File: config.mk
export PLATFORM = sky130hd
export DESIGN_NAME = ldc_compensation
export DESIGN_NICKNAME = d
export VERILOG_FILES = /design/src/verilog/ldc_pkg.sv /design/src/verilog/ldc_divider.sv /design/src/verilog/ldc_compensation.sv
export SDC_FILE = /design/constraint.sdc
export NUM_CORES = 2
export LEC_CHECK = 0
export CORE_UTILIZATION = 50
export DETAILED_ROUTE_END_ITERATION = 6
export DONT_BUFFER_PORTS = 1
export GPL_TIMING_DRIVEN = 0
export PLACE_DENSITY = 0.71
export SLEW_MARGIN = 20
export SYNTH_ARGS = -nofsm -noshare
export SYNTH_HDL_FRONTEND = slang
export SYNTH_SLANG_ARGS = --single-unit
File: constraint.sdc
create_clock -name ref_clk -period 12.7 [get_ports ref_clk]
set_input_delay 0.635 -clock ref_clk [delete_from_list [all_inputs] [get_ports ref_clk]]
set_output_delay 0.635 -clock ref_clk [all_outputs]
set_load 0.02 [all_outputs]
File: src/verilog/ldc_pkg.sv
// Constants, register map and state codes of the laser drive compensation engine
`default_nettype none
package ldc_pkg;
   // Byte map: calibration bytes (kept across reset) and monitor results
   localparam logic [7:0] OFS_MODE = 8'h00;
   localparam logic [7:0] OFS_MODSET = 8'h01;
   localparam logic [7:0] OFS_POWER_SETPOINT = 8'h02;
   localparam logic [7:0] OFS_SUPPLY_COMP_SCALE = 8'h03;
   localparam logic [7:0] OFS_BIAS_TRACKING_PERCENT = 8'h04;
   localparam logic [7:0] OFS_MOD_LINEAR_SLOPE = 8'h05;
   localparam logic [7:0] OFS_MOD_LINEAR_START_TEMP = 8'h06;
   localparam logic [7:0] OFS_MOD_MAX = 8'h07;
   localparam logic [7:0] OFS_BIAS_MAX = 8'h08;
   localparam logic [7:0] OFS_TRACK_ERROR_FACTOR = 8'h09;
   localparam logic [7:0] OFS_TRACK_ERROR_START_TEMP = 8'h0a;
   localparam logic [7:0] OFS_TEMP_OFFSET_LOW = 8'h0b;
   localparam logic [7:0] OFS_TEMP_OFFSET_HIGH = 8'h0c;
   localparam logic [7:0] OFS_TEMP_SLOPE = 8'h0d;
   localparam logic [7:0] OFS_SUPPLY_OFFSET = 8'h0e;
   localparam logic [7:0] OFS_LUT_FIRST = 8'h10;
   localparam logic [7:0] OFS_LUT_LAST = 8'h33;
   localparam logic [7:0] OFS_TEMP_RAW_HIGH = 8'h6e;
   localparam logic [7:0] OFS_TEMP_RAW_LOW = 8'h6f;
   localparam logic [7:0] OFS_SUPPLY_RESULT_HIGH = 8'h70;
   localparam logic [7:0] OFS_SUPPLY_RESULT_LOW = 8'h71;
   localparam logic [7:0] OFS_CALIBRATED_TEMPERATURE = 8'h77;
   localparam int NV_BYTES = 52;
   // Mode byte fields
   localparam int MODE_SW_DISABLE_BIT = 3;
   localparam int MODE_VCOMP_OFF_BIT = 4;
   localparam int MODE_TRACK_EN_BIT = 6;
   // Arithmetic constants
   localparam logic [15:0] PCT_DIV = 16'h0064;
   localparam logic [15:0] KF_DIV = 16'h0190;
   localparam logic [15:0] TRACK_DIV = 16'h2710;
   localparam logic [15:0] VCOMP_DIV = 16'h53fc;
   localparam logic [15:0] SUPPLY_NOMINAL = 16'h00d7;
   localparam logic [23:0] SUPPLY_NUM_DEFAULT = 24'h00f917;
   localparam logic [7:0] TEMP_HYST = 8'h02;
   localparam logic [7:0] TEMP_MAX_CODE = 8'h8c;
   localparam int LUT_STEP = 4;
   localparam int LUT_ENTRIES = 36;
   // Precharge time, least time so rounded up
   localparam int PRECHARGE_NS = 600;
   localparam int CLK_NS = 100;
   localparam int PRECHARGE_CYC = (PRECHARGE_NS + CLK_NS - 1) / CLK_NS;
   typedef enum logic [3:0] {
      ST_IDLE = 4'h0,
      ST_SUP = 4'h1,
      ST_TMP = 4'h2,
      ST_KF = 4'h3,
      ST_LIN = 4'h4,
      ST_TRK = 4'h5,
      ST_MODC = 4'h6,
      ST_BIAC = 4'h7,
      ST_LOAD = 4'h8
   } ldc_state_type;
endpackage : ldc_pkg
`default_nettype wire

File: src/verilog/ldc_divider.sv
// Sequential restoring divider shared by all compensation terms
`default_nettype none
module ldc_divider #(
   parameter int NW = 24,
   parameter int DW = 16
) (
   input wire logic ref_clk,
   input wire logic rst,
   input wire logic ce,
   input wire logic start,
   input wire logic [NW-1:0] num,
   input wire logic [DW-1:0] den,
   output logic busy,
   output logic done,
   output logic [NW-1:0] quot
);
   typedef struct packed {
      logic busy;
      logic done;
      logic [5:0] cnt;
      logic [DW:0] rem;
      logic [NW-1:0] quot;
      logic [DW-1:0] den;
   } ldc_div_type;

   ldc_div_type r_q;
   ldc_div_type r_d;
   logic [DW:0] shifted;

   if (NW < 2 || NW > 63 || DW < 2 || DW > NW)
   begin : g_bad
      $error("ldc_divider: unsupported widths");
   end

   always_comb
   begin
      r_d = r_q;
      r_d.done = 1'b0;
      shifted = {r_q.rem[DW-1:0], r_q.quot[NW-1]};
      if (!r_q.busy && start)
      begin
         r_d.busy = 1'b1;
         r_d.cnt = 6'(NW);
         r_d.rem = '0;
         r_d.quot = num;
         r_d.den = (den == '0) ? DW'(1) : den;
      end
      else if (r_q.busy)
      begin
         r_d.quot = {r_q.quot[NW-2:0], 1'b0};
         r_d.rem = shifted;
         if (shifted >= {1'b0, r_q.den})
         begin
            r_d.rem = shifted - {1'b0, r_q.den};
            r_d.quot[0] = 1'b1;
         end
         r_d.cnt = r_q.cnt - 6'h01;
         if (r_q.cnt == 6'h01)
         begin
            r_d.busy = 1'b0;
            r_d.done = 1'b1;
         end
      end
   end

   always_ff @(posedge ref_clk or posedge rst)
   begin
      if (rst)
         r_q <= '0;
      else if (ce)
         r_q <= r_d;
   end

   assign busy = r_q.busy;
   assign done = r_q.done;
   assign quot = r_q.quot;
endmodule : ldc_divider
`default_nettype wire

File: src/verilog/ldc_compensation.sv
// Laser bias/modulation compensation engine with calibration byte store
// What this block does
// - Supply compensation corrects modulation PWM, and bias PWM in open loop only
// - Compensation strength scaled by percentage byte
// - Offsets and scales take effect after reset
// - Raw temperature published as high/low bytes
// - Sixteen-bit temperature offset added to result
// - Calibrated temperature reported as degrees plus 40
// - Bias lookup table, 4 degree steps
// - Precharge bias from table on (re)enable
// - Precharge finishes within 600 ns
// - Bias-coupled term added to modulation
// - Linear temperature term added above start
// - 2 degree hysteresis on linear term temperature
// - Set-point scale formed above start temperature
// - New set point from stored set point
// - Signed tracking factor, 2 degree hysteresis
// - Supply measured via reference, then linearised
// - Mode bit 4 clear enables supply compensation
// - Mode bit 6 selects tracking compensation
// - PWM driven with 255 minus value
`default_nettype none
module ldc_compensation #(
   parameter logic [23:0] SUPPLY_NUM = ldc_pkg::SUPPLY_NUM_DEFAULT
) (
   input wire logic ref_clk,
   input wire logic rst,
   input wire logic ce,
   input wire logic [7:0] mem_addr,
   input wire logic mem_wr,
   input wire logic mem_rd,
   input wire logic [7:0] mem_wdata,
   output logic [7:0] mem_rdata,
   input wire logic mon_valid,
   input wire logic [15:0] supply_raw,
   input wire logic [15:0] temp_raw,
   input wire logic [15:0] bias_monitor_value,
   input wire logic open_loop,
   input wire logic [7:0] bias_loop_value,
   input wire logic tx_disable_pin,
   output logic laser_enable,
   output logic precharge_active,
   output logic [7:0] bias_pwm,
   output logic [7:0] mod_pwm,
   output logic [7:0] power_setpoint_out
);
   typedef struct packed {
      logic s1;
      logic s2;
      logic s3;
      logic dis;
      logic en;
      logic pre;
      logic [3:0] pre_cnt;
      logic load;
      logic [7:0] act_scale;
      logic [15:0] act_toffs;
      logic [7:0] act_tslope;
      logic [7:0] act_soffs;
      logic [15:0] sraw;
      logic [15:0] traw;
      logic [15:0] ibias;
      logic [15:0] supply_res;
      logic [7:0] cal;
      logic [7:0] hyst;
      logic [7:0] kterm;
      logic [7:0] linear_mod_term;
      logic [7:0] sp_new;
      logic [7:0] modv;
      ldc_pkg::ldc_state_type state;
      logic issued;
      logic [7:0] bias_q;
      logic [7:0] mod_q;
      logic [7:0] sp_q;
      logic [7:0] rdata;
   } ldc_state_reg_type;

   ldc_state_reg_type r_q;
   ldc_state_reg_type r_d;
   logic [7:0] nv [ldc_pkg::NV_BYTES];
   logic div_start;
   logic [23:0] div_num;
   logic [15:0] div_den;
   logic div_busy;
   logic div_done;
   logic [23:0] div_quot;
   logic [7:0] mode;
   logic [7:0] lut_val;
   logic [7:0] mod_sum;
   logic [7:0] bias_open;
   logic [7:0] scale_mod;
   logic [7:0] scale_bias;
   logic [7:0] trk_abs;
   logic [15:0] temp_cal16;
   logic [7:0] cal_new;

   if (SUPPLY_NUM == 24'h000000)
   begin : g_bad
      $error("ldc_compensation: SUPPLY_NUM must be nonzero");
   end

   function automatic logic [7:0] ldc_sat8(input logic [23:0] v, input logic [7:0] lim);
      ldc_sat8 = (v > {16'h0000, lim}) ? lim : v[7:0];
   endfunction : ldc_sat8

   // Supply correction factor, 21500 meaning unity
   function automatic logic [15:0] ldc_vfac(input logic [7:0] scale, input logic [15:0] s);
      int f;
      f = int'(ldc_pkg::VCOMP_DIV) + int'(scale) * (int'(ldc_pkg::SUPPLY_NOMINAL) - int'(s));
      if (f < 0)
         f = 0;
      if (f > 65535)
         f = 65535;
      ldc_vfac = 16'(f);
   endfunction : ldc_vfac

   function automatic logic [7:0] ldc_excess(input logic [7:0] t, input logic [7:0] start);
      ldc_excess = (t > start) ? t - start : 8'h00;
   endfunction : ldc_excess

   ldc_divider #(
      .NW(24),
      .DW(16)
   ) u_div (
      .ref_clk(ref_clk),
      .rst(rst),
      .ce(ce),
      .start(div_start),
      .num(div_num),
      .den(div_den),
      .busy(div_busy),
      .done(div_done),
      .quot(div_quot)
   );

   // Calibration bytes survive reset, so this store has no reset
   always_ff @(posedge ref_clk)
   begin
      if (ce && mem_wr && mem_addr < 8'(ldc_pkg::NV_BYTES))
         nv[mem_addr[5:0]] <= mem_wdata;
   end

   always_comb
   begin
      mode = nv[ldc_pkg::OFS_MODE[5:0]];
      lut_val = nv[6'(ldc_pkg::OFS_LUT_FIRST) + 6'(r_q.cal / 8'(ldc_pkg::LUT_STEP))];
      mod_sum = ldc_sat8(24'(nv[ldc_pkg::OFS_MODSET[5:0]]) + 24'(r_q.kterm) + 24'(r_q.linear_mod_term),
         nv[ldc_pkg::OFS_MOD_MAX[5:0]]);
      bias_open = ldc_sat8(24'(lut_val), nv[ldc_pkg::OFS_BIAS_MAX[5:0]]);
      scale_mod = mode[ldc_pkg::MODE_VCOMP_OFF_BIT] ? 8'h00 : r_q.act_scale;
      scale_bias = open_loop ? scale_mod : 8'h00;
      trk_abs = nv[ldc_pkg::OFS_TRACK_ERROR_FACTOR[5:0]][7] ?
         8'h00 - nv[ldc_pkg::OFS_TRACK_ERROR_FACTOR[5:0]] : nv[ldc_pkg::OFS_TRACK_ERROR_FACTOR[5:0]];
      temp_cal16 = div_quot[15:0] + r_q.act_toffs;
      if (temp_cal16[15])
         cal_new = 8'h00;
      else if (temp_cal16 > {8'h00, ldc_pkg::TEMP_MAX_CODE})
         cal_new = ldc_pkg::TEMP_MAX_CODE;
      else
         cal_new = temp_cal16[7:0];
      div_num = '0;
      div_den = ldc_pkg::PCT_DIV;
      case (r_q.state)
         ldc_pkg::ST_SUP:
         begin
            div_num = SUPPLY_NUM;
            div_den = r_q.sraw;
         end
         ldc_pkg::ST_TMP:
            div_num = 24'(r_q.traw) * r_q.act_tslope;
         ldc_pkg::ST_KF:
         begin
            div_num = 24'(r_q.ibias) * nv[ldc_pkg::OFS_BIAS_TRACKING_PERCENT[5:0]];
            div_den = ldc_pkg::KF_DIV;
         end
         ldc_pkg::ST_LIN:
            div_num = 24'(ldc_excess(r_q.hyst, nv[ldc_pkg::OFS_MOD_LINEAR_START_TEMP[5:0]])) *
               nv[ldc_pkg::OFS_MOD_LINEAR_SLOPE[5:0]];
         ldc_pkg::ST_TRK:
         begin
            div_num = 24'(ldc_excess(r_q.hyst, nv[ldc_pkg::OFS_TRACK_ERROR_START_TEMP[5:0]])) * trk_abs *
               nv[ldc_pkg::OFS_POWER_SETPOINT[5:0]];
            div_den = ldc_pkg::TRACK_DIV;
         end
         ldc_pkg::ST_MODC:
         begin
            div_num = 24'(mod_sum) * ldc_vfac(scale_mod, r_q.supply_res);
            div_den = ldc_pkg::VCOMP_DIV;
         end
         ldc_pkg::ST_BIAC:
         begin
            div_num = 24'(bias_open) * ldc_vfac(scale_bias, r_q.supply_res);
            div_den = ldc_pkg::VCOMP_DIV;
         end
         default:
            div_num = '0;
      endcase
   end

   always_comb
   begin
      r_d = r_q;
      div_start = 1'b0;
      // Pin input: three stages, change accepted when last two agree
      r_d.s1 = tx_disable_pin;
      r_d.s2 = r_q.s1;
      r_d.s3 = r_q.s2;
      if (r_q.s2 == r_q.s3)
         r_d.dis = r_q.s3;
      r_d.en = !(r_q.dis || mode[ldc_pkg::MODE_SW_DISABLE_BIT]);
      // Shadow copies taken once after reset release
      if (r_q.load)
      begin
         r_d.load = 1'b0;
         r_d.act_scale = nv[ldc_pkg::OFS_SUPPLY_COMP_SCALE[5:0]];
         r_d.act_toffs = {nv[ldc_pkg::OFS_TEMP_OFFSET_HIGH[5:0]], nv[ldc_pkg::OFS_TEMP_OFFSET_LOW[5:0]]};
         r_d.act_tslope = nv[ldc_pkg::OFS_TEMP_SLOPE[5:0]];
         r_d.act_soffs = nv[ldc_pkg::OFS_SUPPLY_OFFSET[5:0]];
      end
      // Precharge on enable edge
      if (r_d.en && !r_q.en)
      begin
         r_d.pre = 1'b1;
         r_d.pre_cnt = 4'(ldc_pkg::PRECHARGE_CYC);
      end
      else if (r_q.pre)
      begin
         r_d.pre_cnt = r_q.pre_cnt - 4'h1;
         if (r_q.pre_cnt == 4'h1)
            r_d.pre = 1'b0;
      end
      if (r_d.pre)
         r_d.bias_q = 8'hff - bias_open;
      else if (!open_loop)
         r_d.bias_q = 8'hff - bias_loop_value;
      // Compensation sequence, one division per state from ST_SUP to ST_BIAC
      if (r_q.state != ldc_pkg::ST_IDLE && r_q.state != ldc_pkg::ST_LOAD && !r_q.issued && !div_busy)
      begin
         div_start = 1'b1;
         r_d.issued = 1'b1;
      end
      case (r_q.state)
         ldc_pkg::ST_IDLE:
            if (mon_valid && !r_q.load)
            begin
               r_d.sraw = supply_raw;
               r_d.traw = temp_raw;
               r_d.ibias = bias_monitor_value;
               r_d.state = ldc_pkg::ST_SUP;
            end
         ldc_pkg::ST_SUP:
            if (div_done)
            begin
               r_d.supply_res = div_quot[15:0] + {8'h00, r_q.act_soffs};
               r_d.issued = 1'b0;
               r_d.state = ldc_pkg::ST_TMP;
            end
         ldc_pkg::ST_TMP:
            if (div_done)
            begin
               r_d.cal = cal_new;
               if ({1'b0, cal_new} >= {1'b0, r_q.hyst} + {1'b0, ldc_pkg::TEMP_HYST} ||
                  {1'b0, r_q.hyst} >= {1'b0, cal_new} + {1'b0, ldc_pkg::TEMP_HYST})
                  r_d.hyst = cal_new;
               r_d.issued = 1'b0;
               r_d.state = ldc_pkg::ST_KF;
            end
         ldc_pkg::ST_KF:
            if (div_done)
            begin
               r_d.kterm = ldc_sat8(div_quot, 8'hff);
               r_d.issued = 1'b0;
               r_d.state = ldc_pkg::ST_LIN;
            end
         ldc_pkg::ST_LIN:
            if (div_done)
            begin
               r_d.linear_mod_term = ldc_sat8(div_quot, 8'hff);
               r_d.issued = 1'b0;
               r_d.state = ldc_pkg::ST_TRK;
            end
         ldc_pkg::ST_TRK:
            if (div_done)
            begin
               if (nv[ldc_pkg::OFS_TRACK_ERROR_FACTOR[5:0]][7])
                  r_d.sp_new = (div_quot > 24'(nv[ldc_pkg::OFS_POWER_SETPOINT[5:0]])) ? 8'h00 :
                     nv[ldc_pkg::OFS_POWER_SETPOINT[5:0]] - div_quot[7:0];
               else
                  r_d.sp_new = ldc_sat8(div_quot + 24'(nv[ldc_pkg::OFS_POWER_SETPOINT[5:0]]), 8'hff);
               r_d.issued = 1'b0;
               r_d.state = ldc_pkg::ST_MODC;
            end
         ldc_pkg::ST_MODC:
            if (div_done)
            begin
               r_d.modv = ldc_sat8(div_quot, nv[ldc_pkg::OFS_MOD_MAX[5:0]]);
               r_d.issued = 1'b0;
               r_d.state = ldc_pkg::ST_BIAC;
            end
         ldc_pkg::ST_BIAC:
            if (div_done)
            begin
               if (open_loop && !r_d.pre)
                  r_d.bias_q = 8'hff - ldc_sat8(div_quot, nv[ldc_pkg::OFS_BIAS_MAX[5:0]]);
               r_d.issued = 1'b0;
               r_d.state = ldc_pkg::ST_LOAD;
            end
         ldc_pkg::ST_LOAD:
         begin
            r_d.mod_q = 8'hff - r_q.modv;
            r_d.sp_q = mode[ldc_pkg::MODE_TRACK_EN_BIT] ? r_q.sp_new :
               nv[ldc_pkg::OFS_POWER_SETPOINT[5:0]];
            r_d.state = ldc_pkg::ST_IDLE;
         end
         default:
            r_d.state = ldc_pkg::ST_IDLE;
      endcase
      // Byte read port
      if (mem_rd)
      begin
         if (mem_addr < 8'(ldc_pkg::NV_BYTES))
            r_d.rdata = nv[mem_addr[5:0]];
         else if (mem_addr == ldc_pkg::OFS_TEMP_RAW_HIGH)
            r_d.rdata = r_q.traw[15:8];
         else if (mem_addr == ldc_pkg::OFS_TEMP_RAW_LOW)
            r_d.rdata = r_q.traw[7:0];
         else if (mem_addr == ldc_pkg::OFS_SUPPLY_RESULT_HIGH)
            r_d.rdata = r_q.supply_res[15:8];
         else if (mem_addr == ldc_pkg::OFS_SUPPLY_RESULT_LOW)
            r_d.rdata = r_q.supply_res[7:0];
         else if (mem_addr == ldc_pkg::OFS_CALIBRATED_TEMPERATURE)
            r_d.rdata = r_q.cal;
         else
            r_d.rdata = 8'h00;
      end
   end

   always_ff @(posedge ref_clk or posedge rst)
   begin
      if (rst)
      begin
         r_q <= '0;
         r_q.load <= 1'b1;
         r_q.s1 <= 1'b1;
         r_q.s2 <= 1'b1;
         r_q.s3 <= 1'b1;
         r_q.dis <= 1'b1;
         r_q.bias_q <= 8'hff;
         r_q.mod_q <= 8'hff;
      end
      else if (ce)
         r_q <= r_d;
   end

   assign mem_rdata = r_q.rdata;
   assign laser_enable = r_q.en;
   assign precharge_active = r_q.pre;
   assign bias_pwm = r_q.bias_q;
   assign mod_pwm = r_q.mod_q;
   assign power_setpoint_out = r_q.sp_q;
endmodule : ldc_compensation
`default_nettype wire

# Word level (Yosys, flattened, before mapping)
# Memory sizes are Yosys's and may differ from the RTL's. A register that Yosys moved wholly into a read port is not among the register bits.
# Index checks and enable logic that the tools add are counted.
# totals
ff_bits,224
ramBits,416
inputBits,80
output_inout_bits,34
word_cells,205
mem_count,1
# op_classes
n_addsub,22
mul,9
order_cmp,18
n_eq_ne,25
mux,61
reduce_logical,39
# memory_table
memory,words,width,read_ports,rd_ports_with_merged_regs,wr,line_no,source
nv,52,8,17,5,1,ldc_compensation.sv:80,logic [7:0] nv [ldc_pkg::NV_BYTES];
# ops
op,n
8-bit two-way mux,26
24-bit one-hot mux with 7 select lines,1
32-bit two-way mux,4
16-bit two-way mux,5
24-bit by 8-bit > comparator with 1-bit output,3
16-bit by 8-bit multiplier with 24-bit output,3
"32-bit by 17-bit > comparator with 1-bit output, second input constant",2
16-bit one-hot mux with 4 select lines,1
9-bit by 17-bit multiplier with 26-bit output,2
49-bit two-way mux,1
"24-bit by 8-bit > comparator with 1-bit output, second input constant",2
8-bit by 16-bit multiplier with 24-bit output,2
47-bit two-way mux,1
"8-bit by 7-bit == test with 1-bit output, second input constant",5
5-bit two-way mux,8
"16-bit by 32-bit adder with 32-bit output, first input constant",1
"32-bit by 1-bit less-than comparator with 1-bit output, second input constant",1
8-bit by 8-bit multiplier with 16-bit output,2
4-bit one-hot mux with 8 select lines,1
"8-bit subtractor, first input constant",4
"16-bit by 26-bit adder with 27-bit output, first input constant",1
"27-bit by 1-bit less-than comparator with 1-bit output, second input constant",1
24-bit by 8-bit adder with 24-bit output,1
8-bit > comparator,3
44 further kinds,93

# Longest topological paths before layout
# An unclocked memory read counts as a cell.
# depth
word_depth,14
depth_mapped,52

# Hierarchy
# From an unflattened synthesis, not the netlist that was laid out.
# unflattened
cells_unflattened,7438
area_unflattened_um2,76000.4
# by_module_without_submodules
module,n_inst,cells_per_inst,area_per_inst_um2,seq_area_each_um2
ldc_compensation,1,7019,71999.1,20405.8
ldc_divider,1,419,4001.3,1601.5

# Worst setup path after synthesis
# No wires, ideal clock.
# synth_timing
path_kind,register -> register
from,register r_q[88] (netlist bit)
to,"register u_div.r_q, in the netlist u_div.quot[18]"
t_arrival_ns,11.623
t_required_ns,12.574
setup_slack_ns,0.951
path_stages_with_launch,48
n_path_buf,4
synth_period_minus_slack_ns,11.749
path_cell_list,dfrtp_1 clkbuf_1 a21oi_1 nor2_1 or3_1 or2_0 or4_1 xor2_1 nand2_1 fa_1 inv_1 fa_1 fa_1 fa_1 ha_1 buf_2 a21o_1 a221o_1 [... 12 more ...] fa_1 inv_1 fa_1 inv_1 fa_1 inv_1 ha_1 o21a_1 o21ai_0 nand2b_1 a31oi_1 o21ai_0 a41oi_1 nor2b_1 xnor2_1 a22oi_1 a21oi_1 a221o_1
# synth_via
elab_chain_len,12
word_cells_on_any_way,21
classes_between,3 x add/sub; 4 x mul; 4 x order compare; 10 x mux
# synth_lines
item,line_no,source
start: declaration,ldc_compensation.sv:78,ldc_state_reg_type r_q;
start signal: assignment,ldc_compensation.sv:352,r_q <= r_d;
8-bit by 16-bit subtractor with 17-bit output (*),ldc_compensation.sv:109,f = int'(ldc_pkg::VCOMP_DIV) + int'(scale) * (int'(ldc_pkg::SUPPLY_NOMINAL) - int'(s));
9-bit by 17-bit multiplier with 26-bit output,ldc_compensation.sv:109,
16-bit by 32-bit adder with 32-bit output or 16-bit by 26-bit adder with 27-bit output (tied branches),ldc_compensation.sv:109,
32-bit by 1-bit less-than comparator with 1-bit output or 27-bit by 1-bit less-than comparator with 1-bit output (tied branches),ldc_compensation.sv:110,if (f < 0)
32-bit two-way mux,ldc_compensation.sv:110,
32-bit two-way mux,ldc_compensation.sv:163,case (r_q.state)
32-bit by 17-bit > comparator with 1-bit output,ldc_compensation.sv:112,if (f > 65535)
16-bit two-way mux,ldc_compensation.sv:112,
16-bit two-way mux,ldc_compensation.sv:163,
8-bit by 16-bit multiplier with 24-bit output (on tied branches),"ldc_compensation.sv:187, ldc_compensation.sv:192",
24-bit one-hot mux with 7 select lines (*),ldc_compensation.sv:163,
47-bit two-way mux (*),ldc_divider.sv:40,if (!r_q.busy && start)
end signal: assignment,ldc_divider.sv:71,r_q <= r_d;
end: declaration,ldc_divider.sv:26,ldc_div_type r_q;
# Mark *: on every way between the ends. The rest lies on a longest branch, timed or not. The select of a mux whose other input is x is not followed.
# A chain may end at the register's enable or synchronous reset.

# Worst setup path in the final report
# layout_timing
from,register r_q[82] (netlist bit)
to,"register u_div.r_q, in the netlist u_div.quot[19]"
# layout_via
elab_chain_len,7
# layout_lines
item,line_no,source
5-bit by 6-bit adder with 6-bit output (*),ldc_compensation.sv:146,lut_val = nv[6'(ldc_pkg::OFS_LUT_FIRST) + 6'(r_q.cal / 8'(ldc_pkg::LUT_STEP))];
memory 52 x 8 bit (*),--,
8-bit > comparator,ldc_compensation.sv:103,"ldc_sat8 = (v > {16'h0000, lim}) ? lim : v[7:0];"
8-bit two-way mux (*),ldc_compensation.sv:103,
8-bit by 16-bit multiplier with 24-bit output (*),ldc_compensation.sv:192,"div_num = 24'(bias_open) * ldc_vfac(scale_bias, r_q.supply_res);"
24-bit one-hot mux with 7 select lines (*),ldc_compensation.sv:163,
47-bit two-way mux (*),ldc_divider.sv:40,
# Mark *: on every way between the ends. The rest lies on a longest branch, timed or not.

==> run_results.csv <==
group,metric,value,unit
routing,drc,0,
yosys,synth_cell_types,106,
yosys,synth-main-ff-cell,"edfxtp_1",
floorplanning,die_h,390,um
power_and_ir_drop,ir_drop,411,uV
power_and_ir_drop,p_leak,36.4,nW
yosys,yosys-top-cells-area,"edfxtp_1, fa_1, ha_1, dfrtp_1, mux4_2",
worst_setup_path,critPathMaxStageDelay,980,ps
yosys,syn_area,75100,sq um
routing,drtIter0Drc,6927,
placement,gp_congestion,1.04,
routing,avgRoutedWirePerCell,30.0,um
placement,dp_hpwl,222000,um
final_layout,area_growth,9.90,%
yosys,ys_seq_elements,776,
yosys,yosysTopAreaCell,"edfxtp_1",
final_layout,drive_gt1_share,10.9,%
run,maxCapViolations,0,
clocking,clockBufferDepth,3,
global_routing,grt-ovfl-total,0,
final_layout,fillers,12883,
sta,max_freq,79.4,MHz
clocking,cts_tree,"built",
sta,setup_viol,0,
final_layout,final_cell_mix,"inv_1, fa_1, nand2_1, ha_1, edfxtp_1",
yosys,syn_inst,7295,
clocking,clk_pin_slew_worst_paths,70,ps
final_layout,final_nets,8895,
routing,vias,60312,
worst_setup_path,endpoint_kind,"flip-flop",
worst_setup_path,worst_setup_path_start_kind,"flip-flop",
floorplanning,die_area,152000,sq um
worst_setup_path,path_max_fanout,10,
routing,drt-pass1-iter-count,7,
clocking,insertion_delay,740,ps
min_path,hp-class,"in2reg",
sta,tightest_slew,1280,ps
clocking,htreeDepth,3,
floorplanning,start_util,50.6,%
sta,finalHoldViolCount,0,
yosys,avgSynthCellArea,10.3,sq um
clocking,cts_root_buf,"clkbuf_16",
outcome,status,"completed",
power_and_ir_drop,powerDensity,148,nW/um^2
final_layout,post-route-cell-area,82500,sq um
clocking,cts_buffers,84,
global_routing,grt_max_degree,94,
floorplanning,row_count,141,
yosys,synth_warnings,0,
global_routing,grt_first_pass_wirelength,414000,um
placement,place_area,78200,sq um
routing,drt_wl_total,288000,um
global_routing,grt_pass1_vias,60378,
floorplanning,design.core.area,148000,sq um
global_routing,grtUsageTotal,38.0,%
sta,fin_skew,37.8,ps
sta,maxSlewHeadroom,14.8,%
yosys,ys_seq_area_share,29.3,%
floorplanning,ios,114,
sta,finalCritPeriodShare,99.2,%
placement,io_buffer_count,0,
final_layout,fin_util,55.6,%
sta,slew_viol_final,0,
sta,min_period,12600,ps
routing,vias_per_cell,6.27,
yosys,async_flop_share,34.0,%
worst_setup_path,worstPathRequired,13280,ps
final_layout,final_common_cell,"inv_1",
yosys,synth_top_area_share,20.5,%
yosys,synth-edff-count,512,
global_routing,grt_antenna_before_repair,36,
clocking,cts_sinks,776,
worst_setup_path,critPathKind,"reg2reg",
worst_setup_path,slowest_stage,"clkbuf_1",
floorplanning,die_w,390,um
routing,ant_nets,0,
worst_setup_path,crit_arrival,13180,ps
-- stage by stage --
| step | setup slack (ps) | hold slack (ps) | cells | TNS, ps | total power, mW |
|---|---|---|---|---|---|
| after global placement | -1600 | 421 | 9392 | -19560 | 9.13 |
| after CTS | 3.33 | 0.509 | 9582 | 0 | 12.0 |
| after floorplan | 951 | 405 | 7390 | 0 | 7.00 |
| after global routing | -44.5 | 19.5 | 9611 | -108 | 12.8 |
| after detailed placement | -1470 | 435 | 9399 | -18390 | 9.22 |
| final | 100 | 21.8 | 9625 | 0 | 12.2 |
-- critical path: cells and delay by family (launching register included) --
family | cells | cell delay, ps
compound gates | 14 | 3640
xor+xnor | 1 | 200
fa+ha+maj | 6 | 2730
buf+inv | 7 | 3570
flops | 1 | 440
mux | 2 | 1130
simple gates | 5 | 690
-- report_power, final --
group	total (mW)	internal (mW)	leakage [nW]	switching, mW
clock network	2.74	1.55	1.47	1.18
registers	3.28	2.96	8.07	0.320
logic	6.20	2.17	26.8	4.04
-- state kept, by name, summed over array words and instances, names as in the netlist --
signal	flops
nv	512
r_q	164
u_div.r_q	38
u_div.quot	24
bias_pwm	8
mem_rdata	8
mod_pwm	8
power_setpoint_out	8
r_d	2
laser_enable	1
precharge_active	1
u_div.busy	1
u_div.done	1
-- layer usage --
| layer | vias to the layer above | wire (um) | GRT usage (%) | part of all wire (%) |
|---|---|---|---|---|
| met1 | 30409 | 104000 | 45.7 | 36 |
| met3 | 947 | 30100 | 9.99 | 10 |
| met2 | 3373 | 130000 | 59.8 | 45 |
| met4 | 26 | 23900 | 26.2 | 8.3 |
| li1 | 25557 | - | - | - |
| met5 | - | 179 | 0 | 0.062 |
-- cell families (layout without fill, tap and decap cells) --
group | count (synthesis) | count (layout) | synth area share (%)
flip-flops | 776 | 776 | 29.3
other | 1 | 114 | 0.00499
AO/OA/AOI/OAI | 1391 | 1391 | 12.3
buffers and inverters | 1340 | 1555 | 7.09
adder cells (fa/ha/maj) | 1281 | 1281 | 28.7
multiplexers | 336 | 336 | 7.45
XOR/XNOR | 260 | 260 | 3.04
AND/OR/NAND/NOR | 1910 | 1910 | 12.1
-- synthesized netlist by cell type (47+ instances only) --
cell type	number
ha_1	547
nor2_1	480
buf_1	51
a22o_1	48
a221oi_1	64
nand3_1	73
xor2_1	99
a22oi_1	174
mux4_2	166
mux2_2	120
nand2_1	643
inv_1	939
fa_1	734
and3_1	67
a21o_1	112
o21ai_0	280
nand4_1	61
edfxtp_1	512
xnor2_1	160
nand2b_1	80
mux2i_1	50
a31oi_1	47
and2_1	213
nor2b_1	68
nor3_1	88
clkbuf_1	275
dfrtp_1	243
a21oi_1	338
-- final cells by class --
type | count | area [sq um] | share of cell area (%)
multi-input cells | 5274 | 48900 | 59.3
flip-flops and latches | 776 | 22000 | 26.7
inverters | 940 | 3540 | 4.28
well taps | 2002 | 2500 | 3.04
clock buffers | 96 | 2230 | 2.70
plain buffers | 395 | 1870 | 2.27
clock inverters | 61 | 801 | 0.970
repair buffers | 63 | 583 | 0.707
diodes | 18 | 45.0 | 0.0546
-- final timing paths --
kind | start | depth (start not counted) | endpoint | slack [ps]
min in group asynchronous | rst | 2 | r_q[42] | 520
max in group asynchronous | rst | 3 | r_q[126] | 11140
worst min-delay path | mem_wdata[7] | 0 | nv[55][7] | 20
worst min register to register | r_q[38] | 1 | mod_pwm[1] | 420
worst max register to register | r_q[82] | 35 | u_div.quot[19] | 100
worst max-delay path | r_q[82] | 35 | u_div.quot[19] | 100
-- repair_timing --
item | in CTS | in global routing
endpoints found under the hold margin | 124 | 0
setup buffers | 11 | 28
pin swaps | 9 | 32
gates resized for setup | 87 | 112
setup endpoints to repair | 18 | 16
hold buffers | 17 | 0
Note: power is estimated with default switching activity, not from simulation.
